[src/core/twp_pkg.sv]
/*
  constants, register map and state encodings of the two-wire port.
  assumes one 200 MHz system clock shared by the whole port.
*/
package twp_pkg;
  localparam int IDX_LSB = 2;
  localparam logic [7:0] IDX_DIV = 8'h00;
  localparam logic [7:0] IDX_ID = 8'h01;
  localparam logic [7:0] IDX_STAT = 8'h02;
  localparam logic [7:0] IDX_CTL = 8'h03;
  localparam logic [7:0] IDX_BUF1 = 8'h04;
  localparam logic [7:0] IDX_BUF2 = 8'h05;
  localparam logic [7:0] IDX_BUF3 = 8'h06;
  localparam logic [7:0] IDX_SEQ = 8'h07;
  localparam logic [7:0] IDX_MOFF = 8'he0;
  localparam logic [7:0] IDX_MBL = 8'he1;
  localparam logic [7:0] IDX_MBM = 8'he2;
  localparam logic [7:0] IDX_MBH = 8'he3;
  localparam logic [7:0] IDX_HOST = 8'he4;
  localparam logic [7:0] RST_DIV = 8'h1f;
  localparam logic [7:0] RST_ID = 8'h5c;
  localparam logic [7:0] RST_CTL = 8'h01;
  localparam logic [7:0] RST_BUF1 = 8'h5a;
  localparam logic [7:0] RST_BUF2 = 8'hf1;
  localparam logic [7:0] RST_MBL = 8'h80;
  localparam logic [7:0] RST_MBM = 8'hd7;
  localparam logic [7:0] RST_ZERO = 8'h00;
  localparam int CTL_INC = 0;
  localparam int CTL_MST = 1;
  localparam int CTL_MAP = 2;
  localparam int CTL_STR = 3;
  localparam int SEQ_ID = 0;
  localparam int SEQ_FIRST = 1;
  localparam int SEQ_WR = 2;
  localparam int SEQ_RD = 3;
  localparam int SEQ_START = 4;
  localparam int SEQ_STOP = 5;
  localparam int SEQ_RDID = 6;
  localparam int SEQ_ACK = 7;
  localparam int HF_ACC = 0;
  localparam int HF_RD = 1;
  localparam int P_START = 0;
  localparam int P_ID = 1;
  localparam int P_FIRST = 2;
  localparam int P_WR = 3;
  localparam int P_RD = 4;
  localparam int P_STOP = 5;
  localparam logic [23:0] DIRECT_OFS = 24'h80_0000;
  localparam logic [3:0] BYTE_BITS = 4'h8;
  localparam logic [2:0] LAST_BIT = 3'h7;
  localparam logic [1:0] ADDR_BYTES = 2'h3;
  localparam logic [1:0] Q_PRE = 2'h0;
  localparam logic [1:0] Q_SET = 2'h1;
  localparam logic [1:0] Q_HI = 2'h2;
  localparam logic [1:0] Q_END = 2'h3;
  localparam int SYS_CLK_HZ = 200_000_000;
  localparam int RATE_STD_BPS = 100_000;
  localparam int RATE_FAST_BPS = 400_000;
  localparam int MIN_CLK_RATIO = 10;
  localparam int QUARTERS = 4;
  localparam int DIV_FAST = SYS_CLK_HZ / (QUARTERS * RATE_FAST_BPS);
  typedef enum logic [6:0] {
    M_IDLE = 7'b000_0001, M_START = 7'b000_0010, M_TXB = 7'b000_0100, M_RXACK = 7'b000_1000,
    M_RXB = 7'b001_0000, M_TXACK = 7'b010_0000, M_STOP = 7'b100_0000
  } twp_mst_t;
  typedef enum logic [6:0] {
    T_IDLE = 7'b000_0001, T_ADDR = 7'b000_0010, T_AACK = 7'b000_0100, T_RX = 7'b000_1000,
    T_RACK = 7'b001_0000, T_TX = 7'b010_0000, T_TACK = 7'b100_0000
  } twp_tgt_t;
endpackage : twp_pkg

[src/core/twp_port.sv]
/*
  two-wire port: initiator sequence engine, target with direct and mapped
  memory access, apb register slave.
  assumes open-drain pads resolved outside, memory answering mem_rd with
  mem_rdata valid from the next cycle, clock at least ten times the bit rate.
*/
// The APB slave port is this design's own decision.
// Behaviour
// - supports 100 and 400 kbit/s rates
// - both lines released when bus idle
// - sda changes only while scl low, except in start and stop
// - only initiator starts and clocks transfers
// - clock speed register resets to 0x1f
// - seven-bit address in bits 7..1
// - status busy, packet busy, last ack
// - control bit 0 auto increment, on
// - control bit 1 selects initiator role
// - control bit 2 selects mapped submode
// - stretch holds scl low, resumes high
// - three initiator byte buffers
// - sequence bits launch phases in order
// - sequence bit 3 adds third write byte
// - bit 6 read direction, bit 7 ack
// - last mapped offset readable
// - mapped base from three bytes
// - host flags access and read, w1c
// - target role out of reset
// - target acknowledges automatically
// - scl equals clock over four times divider times PRESCALE
// - busy per phase, packet start to stop
// - mapped halves restart after stop
// - direct address offset by 0x800000
`timescale 1ns/10ps
module twp_port
  import twp_pkg::*;
#(
  parameter int AW = 12,
  parameter int PRESCALE = 1
)
(
  input wire logic clock,
  input wire logic rst_b,
  input wire logic ce,
  input wire logic psel,
  input wire logic penable,
  input wire logic pwrite,
  input wire logic [AW-1:0] paddr,
  input wire logic [31:0] pwdata,
  output logic [31:0] prdata,
  output logic pready,
  output logic pslverr,
  input wire logic scl_i,
  output logic scl_o,
  output logic scl_oe_b,
  input wire logic sda_i,
  output logic sda_o,
  output logic sda_oe_b,
  output logic [23:0] mem_addr,
  output logic [7:0] mem_wdata,
  output logic mem_wr,
  output logic mem_rd,
  input wire logic [7:0] mem_rdata,
  input wire logic mem_ready
);
typedef struct packed {
  logic [7:0] div, id, ctl, buf1, buf2, buf3, seq, mbl, mbm, mbh;
  logic [6:0] moff, tlast;
  logic [1:0] host;
  logic busy, pkt, nak;
  logic [31:0] prdata;
  twp_mst_t ms;
  logic [7:0] qcnt, pre;
  logic [1:0] q;
  logic [2:0] bit_n;
  logic [7:0] msh;
  logic [5:0] pend, ph;
  logic w3, msda;
  twp_tgt_t ts;
  logic [7:0] tsh;
  logic [3:0] tbit;
  logic [1:0] tidx;
  logic trd, tnak, tsda, tscl;
  logic [23:0] tptr;
  logic [5:0] toff;
  logic scl0, scl1, sclp, sda0, sda1, sdap;
  logic scl_low, sda_low, mwr, mrd;
  logic [23:0] maddr;
  logic [7:0] mwd;
} twp_state_t;
twp_state_t s_r, s_nxt;
logic apb_wr;
logic [7:0] apb_idx;
//////////////////////////////////////////////////////////////////////////////
function automatic logic twp_known(input logic [7:0] i);
  twp_known = (i <= IDX_SEQ) || (i >= IDX_MOFF && i <= IDX_HOST);
endfunction : twp_known
function automatic logic [5:0] twp_lowest(input logic [5:0] p);
  twp_lowest = p & (~p + 6'h01);
endfunction : twp_lowest
function automatic logic [23:0] twp_maddr(input logic map, input logic rd, input logic [23:0] base,
                                           input logic [23:0] ptr, input logic [5:0] off);
  twp_maddr = map ? base + 24'({rd, off}) : DIRECT_OFS + ptr;
endfunction : twp_maddr
//////////////////////////////////////////////////////////////////////////////
assign apb_wr = psel && penable && pwrite;
assign apb_idx = paddr[IDX_LSB +: 8];
assign pready = 1'b1;
assign pslverr = psel && penable && !twp_known(apb_idx);
assign prdata = s_r.prdata;
assign scl_o = 1'b0;
assign sda_o = 1'b0;
assign scl_oe_b = !s_r.scl_low;
assign sda_oe_b = !s_r.sda_low;
assign mem_addr = s_r.maddr;
assign mem_wdata = s_r.mwd;
assign mem_wr = s_r.mwr;
assign mem_rd = s_r.mrd;
always_comb
begin : comb_p
  twp_state_t n;
  logic [7:0] rv, qdiv;
  logic [1:0] hset, hclr;
  logic adv, tick, stall, rise, fall, st_c, sp_c, tgt, map, bump, rdreq, mscl;
  logic [5:0] ph;
  n = s_r;
  rv = RST_ZERO;
  hset = 2'b00;
  hclr = 2'b00;
  adv = 1'b0;
  bump = 1'b0;
  rdreq = 1'b0;
  mscl = 1'b0;
  ph = 6'h00;
  qdiv = 8'h01;
  tick = 1'b0;
  stall = 1'b0;
  rise = 1'b0;
  fall = 1'b0;
  st_c = 1'b0;
  sp_c = 1'b0;
  tgt = 1'b0;
  map = 1'b0;
  n.mwr = 1'b0;
  n.mrd = 1'b0;
  n.scl0 = scl_i;
  n.scl1 = s_r.scl0;
  n.sclp = s_r.scl1;
  n.sda0 = sda_i;
  n.sda1 = s_r.sda0;
  n.sdap = s_r.sda1;
  // register slave
  if (psel && !penable && !pwrite)
  begin
    if (apb_idx == IDX_DIV) rv = s_r.div;
    else if (apb_idx == IDX_ID) rv = s_r.id;
    else if (apb_idx == IDX_STAT) rv = {5'h00, s_r.nak, s_r.pkt, s_r.busy};
    else if (apb_idx == IDX_CTL) rv = s_r.ctl;
    else if (apb_idx == IDX_BUF1) rv = s_r.buf1;
    else if (apb_idx == IDX_BUF2) rv = s_r.buf2;
    else if (apb_idx == IDX_BUF3) rv = s_r.buf3;
    else if (apb_idx == IDX_SEQ) rv = s_r.seq;
    else if (apb_idx == IDX_MOFF) rv = {1'b0, s_r.moff};
    else if (apb_idx == IDX_MBL) rv = s_r.mbl;
    else if (apb_idx == IDX_MBM) rv = s_r.mbm;
    else if (apb_idx == IDX_MBH) rv = s_r.mbh;
    else if (apb_idx == IDX_HOST) rv = {6'h00, s_r.host};
    n.prdata = {24'h00_0000, rv};
  end
  if (apb_wr)
  begin
    if (apb_idx == IDX_DIV) n.div = pwdata[7:0];
    else if (apb_idx == IDX_ID) n.id = pwdata[7:0];
    else if (apb_idx == IDX_CTL) n.ctl = pwdata[7:0];
    else if (apb_idx == IDX_BUF1) n.buf1 = pwdata[7:0];
    else if (apb_idx == IDX_BUF2) n.buf2 = pwdata[7:0];
    else if (apb_idx == IDX_BUF3) n.buf3 = pwdata[7:0];
    else if (apb_idx == IDX_MBL) n.mbl = pwdata[7:0];
    else if (apb_idx == IDX_MBM) n.mbm = pwdata[7:0];
    else if (apb_idx == IDX_MBH) n.mbh = pwdata[7:0];
    else if (apb_idx == IDX_HOST) hclr = pwdata[1:0];
    else if (apb_idx == IDX_SEQ)
    begin
      n.seq = pwdata[7:0];
      if (s_r.ctl[CTL_MST] && s_r.ms == M_IDLE)
      begin
        n.pend = {pwdata[SEQ_STOP], pwdata[SEQ_RD] & ~pwdata[SEQ_WR], pwdata[SEQ_WR],
                  pwdata[SEQ_FIRST], pwdata[SEQ_ID], pwdata[SEQ_START]};
        n.w3 = pwdata[SEQ_RD];
        adv = 1'b1;
      end
    end
  end
  //////////////////////////////////////////////////////////////////////////////
  // initiator: four quarters per bit, each div*PRESCALE clocks
  qdiv = (s_r.div == RST_ZERO) ? 8'h01 : s_r.div;
  stall = s_r.ms != M_IDLE && s_r.q == Q_HI && !s_r.scl1;
  tick = 1'b0;
  if (s_r.ms != M_IDLE && !stall)
  begin
    n.pre = (s_r.pre == 8'(PRESCALE - 1)) ? 8'h00 : s_r.pre + 8'h01;
    if (s_r.pre == 8'(PRESCALE - 1))
    begin
      tick = s_r.qcnt == qdiv - 8'h01;
      n.qcnt = tick ? 8'h00 : s_r.qcnt + 8'h01;
    end
  end
  if (tick)
  begin
    n.q = s_r.q + 2'h1;
    if (s_r.q == Q_END)
    begin
      case (s_r.ms)
        M_START:
        begin
          n.pkt = 1'b1;
          adv = 1'b1;
        end
        M_TXB:
        begin
          n.msh = {s_r.msh[6:0], 1'b0};
          n.bit_n = s_r.bit_n + 3'h1;
          if (s_r.bit_n == LAST_BIT) n.ms = M_RXACK;
        end
        M_RXACK:
        begin
          n.nak = s_r.scl1 ? s_r.sda1 : 1'b1;
          if (s_r.ph[P_WR] && s_r.w3)
          begin
            n.w3 = 1'b0;
            n.msh = s_r.buf3;
            n.ms = M_TXB;
          end
          else adv = 1'b1;
        end
        M_RXB:
        begin
          n.msh = {s_r.msh[6:0], s_r.sda1};
          n.bit_n = s_r.bit_n + 3'h1;
          if (s_r.bit_n == LAST_BIT)
          begin
            n.buf3 = {s_r.msh[6:0], s_r.sda1};
            n.ms = M_TXACK;
          end
        end
        M_TXACK: adv = 1'b1;
        M_STOP:
        begin
          n.pkt = 1'b0;
          adv = 1'b1;
        end
        default: ;
      endcase
    end
  end
  if (adv)
  begin
    ph = twp_lowest(n.pend);
    n.pend = n.pend & ~ph;
    n.ph = ph;
    n.bit_n = 3'h0;
    n.q = Q_PRE;
    n.qcnt = 8'h00;
    n.pre = 8'h00;
    n.msh = ph[P_ID] ? {n.id[7:1], n.seq[SEQ_RDID]} : (ph[P_FIRST] ? n.buf1 : n.buf2);
    if (ph[P_START]) n.ms = M_START;
    else if (ph[P_STOP]) n.ms = M_STOP;
    else if (ph[P_RD]) n.ms = M_RXB;
    else if (ph != 6'h00) n.ms = M_TXB;
    else n.ms = M_IDLE;
  end
  n.busy = n.ms != M_IDLE;
  // sda moves at the second low quarter, scl low; start and stop also move it in the last quarter, scl high
  case (n.ms)
    M_START:
    begin
      mscl = n.q < Q_HI && n.pkt;
      n.msda = (n.q == Q_PRE) ? s_r.msda : n.q == Q_END;
    end
    M_TXB, M_TXACK, M_RXACK, M_RXB:
    begin
      mscl = n.q < Q_HI;
      if (n.q == Q_SET) n.msda = n.ms == M_TXB ? !n.msh[7] : (n.ms == M_TXACK && n.seq[SEQ_ACK]);
    end
    M_STOP:
    begin
      mscl = n.q < Q_HI;
      n.msda = (n.q == Q_PRE) ? s_r.msda : n.q != Q_END;
    end
    default:
    begin
      mscl = n.pkt;
      if (!n.pkt) n.msda = 1'b0;
    end
  endcase
  //////////////////////////////////////////////////////////////////////////////
  // target: follows the other party's clock, acks without software
  tgt = !s_r.ctl[CTL_MST];
  map = s_r.ctl[CTL_MAP];
  rise = s_r.scl1 && !s_r.sclp;
  fall = !s_r.scl1 && s_r.sclp;
  st_c = s_r.scl1 && s_r.sclp && s_r.sdap && !s_r.sda1;
  sp_c = s_r.scl1 && s_r.sclp && !s_r.sdap && s_r.sda1;
  if (!tgt)
  begin
    n.ts = T_IDLE;
    n.tsda = 1'b0;
  end
  else if (sp_c)
  begin
    n.ts = T_IDLE;
    n.tsda = 1'b0;
    n.tidx = 2'h0;
    n.toff = 6'h00;
    n.moff = s_r.tlast;
  end
  else if (st_c)
  begin
    n.ts = T_ADDR;
    n.tbit = 4'h0;
    n.tsda = 1'b0;
  end
  else
  begin
    case (s_r.ts)
      T_ADDR, T_RX:
      begin
        if (rise)
        begin
          n.tsh = {s_r.tsh[6:0], s_r.sda1};
          n.tbit = s_r.tbit + 4'h1;
        end
        else if (fall && s_r.tbit == BYTE_BITS && s_r.ts == T_ADDR)
        begin
          if (s_r.tsh[7:1] == s_r.id[7:1])
          begin
            hset = {s_r.tsh[0], 1'b1};
            n.trd = s_r.tsh[0];
            n.tsda = 1'b1;
            n.ts = T_AACK;
            rdreq = s_r.tsh[0];
          end
          else n.ts = T_IDLE;
        end
        else if (fall && s_r.tbit == BYTE_BITS)
        begin
          n.tsda = 1'b1;
          n.ts = T_RACK;
          if (!map && s_r.tidx != ADDR_BYTES)
          begin
            n.tidx = s_r.tidx + 2'h1;
            n.tptr = {s_r.tptr[15:0], s_r.tsh};
          end
          else
          begin
            n.mwr = 1'b1;
            n.mwd = s_r.tsh;
            n.maddr = twp_maddr(map, 1'b0, {s_r.mbh, s_r.mbm, s_r.mbl}, s_r.tptr, s_r.toff);
            n.tlast = {1'b0, s_r.toff};
            bump = 1'b1;
          end
        end
      end
      T_AACK, T_TACK:
      begin
        if (rise && s_r.ts == T_TACK)
        begin
          n.tnak = s_r.sda1;
          bump = !s_r.sda1;
          rdreq = !s_r.sda1;
        end
        else if (fall && (s_r.ts == T_TACK ? !s_r.tnak : s_r.trd))
        begin
          n.ts = T_TX;
          n.tsh = mem_rdata;
          n.tbit = 4'h0;
          n.tsda = !mem_rdata[7];
        end
        else if (fall)
        begin
          n.ts = s_r.ts == T_TACK ? T_IDLE : T_RX;
          n.tbit = 4'h0;
          n.tsda = 1'b0;
        end
      end
      T_RACK:
      begin
        if (fall)
        begin
          n.ts = T_RX;
          n.tbit = 4'h0;
          n.tsda = 1'b0;
        end
      end
      T_TX:
      begin
        if (fall && s_r.tbit == 4'(LAST_BIT))
        begin
          n.ts = T_TACK;
          n.tsda = 1'b0;
        end
        else if (fall)
        begin
          n.tsh = {s_r.tsh[6:0], 1'b0};
          n.tbit = s_r.tbit + 4'h1;
          n.tsda = !s_r.tsh[6];
        end
      end
      default: ;
    endcase
  end
  if (bump && map) n.toff = n.toff + 6'h01;
  else if (bump && s_r.ctl[CTL_INC]) n.tptr = n.tptr + 24'h00_0001;
  if (rdreq)
  begin
    n.mrd = 1'b1;
    n.maddr = twp_maddr(map, 1'b1, {s_r.mbh, s_r.mbm, s_r.mbl}, n.tptr, n.toff);
    n.tlast = {1'b1, n.toff};
  end
  n.tscl = tgt && s_r.ctl[CTL_STR] && !mem_ready && s_r.ts != T_IDLE && (!s_r.scl1 || s_r.tscl);
  n.host = (s_r.host & ~hclr) | hset;
  n.scl_low = mscl || n.tscl;
  n.sda_low = n.msda || n.tsda;
  s_nxt = n;
end
always_ff @(posedge clock)
begin
  if (!rst_b)
  begin
    s_r <= '0;
    s_r.div <= RST_DIV;
    s_r.id <= RST_ID;
    s_r.ctl <= RST_CTL;
    s_r.buf1 <= RST_BUF1;
    s_r.buf2 <= RST_BUF2;
    s_r.mbl <= RST_MBL;
    s_r.mbm <= RST_MBM;
    s_r.ms <= M_IDLE;
    s_r.ts <= T_IDLE;
  end
  else if (ce)
    s_r <= s_nxt;
end
endmodule : twp_port

[config.mk]
export PLATFORM = sky130hd
export DESIGN_NAME = twp_port
export DESIGN_NICKNAME = d
export VERILOG_FILES = /design/src/core/twp_pkg.sv /design/src/core/twp_port.sv
export SDC_FILE = /design/constraint.sdc
export NUM_CORES = 1
export LEC_CHECK = 0
export BUFFER_PORTS_ARGS = -buffer_cell sky130_fd_sc_hd__buf_2
export CAP_MARGIN = 5
export CORE_UTILIZATION = 65
export DETAILED_ROUTE_END_ITERATION = 10
export PLACE_DENSITY_LB_ADDON = 0.12
export SLEW_MARGIN = 20
export SYNTH_ARGS = -nofsm -noshare
export SYNTH_HDL_FRONTEND = slang
export SYNTH_SLANG_ARGS = --single-unit
[constraint.sdc]
create_clock -name clock -period 15.1 [get_ports clock]
set_input_delay 0 -clock clock [delete_from_list [all_inputs] [get_ports clock]]
set_output_delay 0 -clock clock [all_outputs]
set_load 0.03 [all_outputs]
==> metrics.md <==
| Metric | Value |
|---|---|
| Worst hold path startpoint | `rst_b` |
| Synthesized instance count | `around 2.1k` |
| Main synth FF type | `dfxtp_1` |
| CP Launch Type | `register` |
| Largest net degree at the start of global routing | `between 90 and 100` |
| Post-synthesis compound-gate area fraction | `0.202` |
| Reg clk slew, reported paths | `0.06 ns` |
| Library cells used by synthesis | `91` |
| CTS tree | `built` |
| Met1 usage | `0.483` |
| Logic gate share of total power | `0.065` |
| Slowest CP cell | `or4b_1` |
| Leak | `roughly 6.3 nW` |
| Flops & latches, synth | `~250` |
| Critical Path RT | `~15 ns` |
| Simple-gate portion of the synthesized area | `0.255` |
| Synthesis-to-finish area growth | `7.58%` |
| Slew @ Worst Pin | `around 1.1 ns` |
| Fin crit period | `5.45 ns` |
| Netlist Area Pre-Place | `15600 um2` |
| Class of the worst hold path | `in2reg` |
| Cell Count, Final, Fillers Out | `about 2.4k` |
| GR Util met2 | `0.670` |
| Avg Inst Size Synth | `around 7.5 um2` |
| Path type of the worst setup path | `reg2reg` |
| VDD IR-drop max | `a little over 0.00009 V` |
| Final hold viol count | `0` |
| Clock Path Buffers | `3` |
| Initial core utilization | `0.664` |
| Antenna cells | `0` |
| Largest family of logic cells by synthesized area | `simple AND/OR/NAND/NOR gates` |
| EDFF count, synth | `0` |
| Mux cell area share after synthesis | `0.0663` |
| Pins over their slew limit | `0` |
| Post-CTS resize count | `0` |
| Max-cap violation count | `0` |
| Fillers | `2000` |
| Die area | `roughly 25000 um2` |
| Yosys warning total | `0` |
| Dpl hpwl | `about 34 mm` |
| Crit share post-route | `0.361` |
| Fin nets | `between 2k and 2.5k` |
| First-pass GRT wire length | `77.0 mm` |
| Via count | `15.5k` |
| Layer with the highest usage | `met2` |
| CTS root buf | `clkbuf_16` |
| Pre-Repair DR Iteration Count | `5` |
| Total CTS buffers | `28` |
| RR Startpoint | `s_r[91]` |
| Final Setup Violations | `0` |
| Critical Path Start | `s_r[91]` |
| Pwr/cell area | `slightly below 90 nW/um2` |
| Remaining Overflow, GRT | `0` |
| Vias in the first global route | `between 10k and 15k` |
| CP cell instances | `or4_4 > or4b_1 > or3_4 > a211oi_2 > mux2i_1 > inv_1 > fa_1 > a21o_1 > a21oi_1 > o21bai_1 > a211o_1 > nand2_1 > nor2_1 > nand2_1 > xor2_1 > nor2_1 > a2111oi_1 > nor3_1` |
| Fmax | `0.183 GHz` |
| DRT antenna net count | `0` |
| Reg power frac | `0.449` |
| Unrepaired setup endpoints after global routing | `false` |
| Final WL | `~50 mm` |
| Htree depth | `1` |
| Initial antenna violation count | `0` |
| Sw Pwr | `~0.36 mW` |
| Clk pwr share | `0.486` |
| Gpl congestion | `between 0.9 and 1` |
| Worst slew margin | `0.239` |
| Crit path largest cell delay | `0.66 ns` |
| Clock skew | `between 0.009 and 0.01 ns` |
| Met3 GRT Util | `0.0545` |
| Core region area | `23500 um2` |
| Placed cells | `roughly 2.3k` |
| DR vias/cell | `between 6 and 7` |
| Switching part of the total | `0.242` |
| Wire per inst | `~21 um` |
| Synth Area in Adders | `0.0226` |
| Worst-path fanout max | `8` |
| Post-synthesis sequential area ratio | `0.319` |
| Die height | `157 um` |
| DRC | `0` |
| Share of post-route cells with drive strength above 1 | `0.0921` |
| Worst skew pair latency | `0.55 ns` |
| Setup TNS | `0 ns` |
| Total track usage | `0.398` |
| Core Rows | `56` |
| Initial drt markers | `1658` |
| Clock sinks | `roughly 250` |
| Final core utilization | `0.714` |
| Outcome | `finished clean` |
| Post-synth ARST share | `0` |
| IO Count | `roughly 130` |
| Pint | `roughly 1.1 mW` |
| WP data arrival | `5.84 ns` |
| Die W | `about 160 um` |
| Port Buffer Count | `77` |
| Synth Area in XOR/XNOR | `0.0576` |
| CP endpoint kind | `register` |
## area by class of cell
class,count,area (um2),area share
clock inverter,11,170,0.0101
multi-input combinational,1620,9600,0.571
inverter,31,119,0.00707
sequential,249,4990,0.297
clock buffer,38,810,0.0482
tap,319,399,0.0237
timing repair buffer,115,728,0.0433
## sequential cells by signal, indices dropped and copies added (netlist names)
name and flops:
s_r 202, prdata 8, comb_p.n 4, mem_wr 1, mem_rd 1, comb_p.map 1, mem_wdata 8, mem_addr 24
## critical path, delay by kind of cell, from the launching register on
family	cells	cell delay (ns)
and+or+nand+nor	8	2.24
AOI/OAI and AO/OA	6	1.59
adders and majority gates	1	0.45
DFF	1	0.36
muxes	1	0.35
xor gates and xnor gates	1	0.17
buffers and inverters	1	0.13
## kinds of logic (layout without fill, tap and decap cells)
logic type,count (synthesis),in the layout
xor+xnor,102,102
flops,249,249
compound gates,510,510
other cells,2,27
mux,96,96
simple gates,858,858
fa+ha+maj,27,27
buf+inv,246,195
## routing by layer
layer	part of all wire	vias to the layer above	routed length, um
li1	-	7226	-
met2	0.47	802	23200
met5	0	-	0
met3	0.078	202	3890
met4	0.062	0	3080
met1	0.39	7245	19600
## power groups by stage
stage / clock, mW / sequential (mW) / combinational, mW
final: 0.726 / 0.671 / 0.0967
after global routing: 0.758 / 0.672 / 0.103
after CTS: 0.732 / 0.671 / 0.0940
after detailed placement: 0 / 0.685 / 0.0895
after global placement: 0 / 0.685 / 0.0883
after floorplan: 0 / 0.682 / 0.0715
## cell usage in the layout, fill, tap and decap left out, types with 20 or more instances in the layout
master         instances
o21ai_0              103
nand2_1              326
a31oi_1               24
nor3_1                44
xor2_1                50
nor2_1               238
conb_1                27
nor2b_1               20
dfxtp_1              248
and3_1                22
clkbuf_16             29
a21oi_1              181
nand4_1               28
buf_2                 76
mux2i_1               72
ha_1                  25
a22oi_1               23
inv_1                 28
dlygate4sd3_1         22
o211ai_1              20
nand3_1               67
xnor2_1               51
## path summary, 6_finish.rpt
| path | to | slack [ns] | cells after the start |
|---|---|---|---|
| worst max-delay path | mem_addr[20] | 9.65 | 18 |
| worst min-delay path | s_r[122] | 0.02 | 3 |
| worst max register to register | mem_addr[20] | 9.65 | 18 |
| worst min register to register | mem_wdata[6] | 0.45 | 2 |
## metrics by stage
step           setup slack (ns)  total power [mW]  hold slack (ns)  cell area, um2
6_report                   9.65              1.49           0.0164           16800
5_1_grt                    9.33              1.53           0.0660           16800
4_1_cts                    9.45              1.50           0.0280           16800
3_5_place_dp               9.48             0.775            0.254           15600
3_3_place_gp               9.59             0.773            0.235           15600
2_1_floorplan              9.93             0.753            0.147           15700
## repair_timing
item | CTS | global route
hold buffers | 22 | 0
endpoints found under the hold margin | 94 | 0
setup buffers | 0 | 0
## synth_stat cells (all sizes together), types with 20 or more instances
master,n,area share
buf,83,0.037
ha,25,0.020
nand4,28,0.011
a22oi,23,0.011
nor4,20,0.0088
nor2,239,0.058
mux2i,72,0.046
nand2,326,0.078
mux2,20,0.014
and3,22,0.0088
inv,30,0.0072
a211oi,20,0.0099
xor2,50,0.028
o211ai,20,0.0096
o21ai,113,0.036
nor3,46,0.015
clkbuf,132,0.032
dfxtp,249,0.32
nand3,68,0.023
a31oi,24,0.0096
nor2b,20,0.0080
xnor2,52,0.030
a21oi,183,0.059
(Power assumes the default switching activity.)
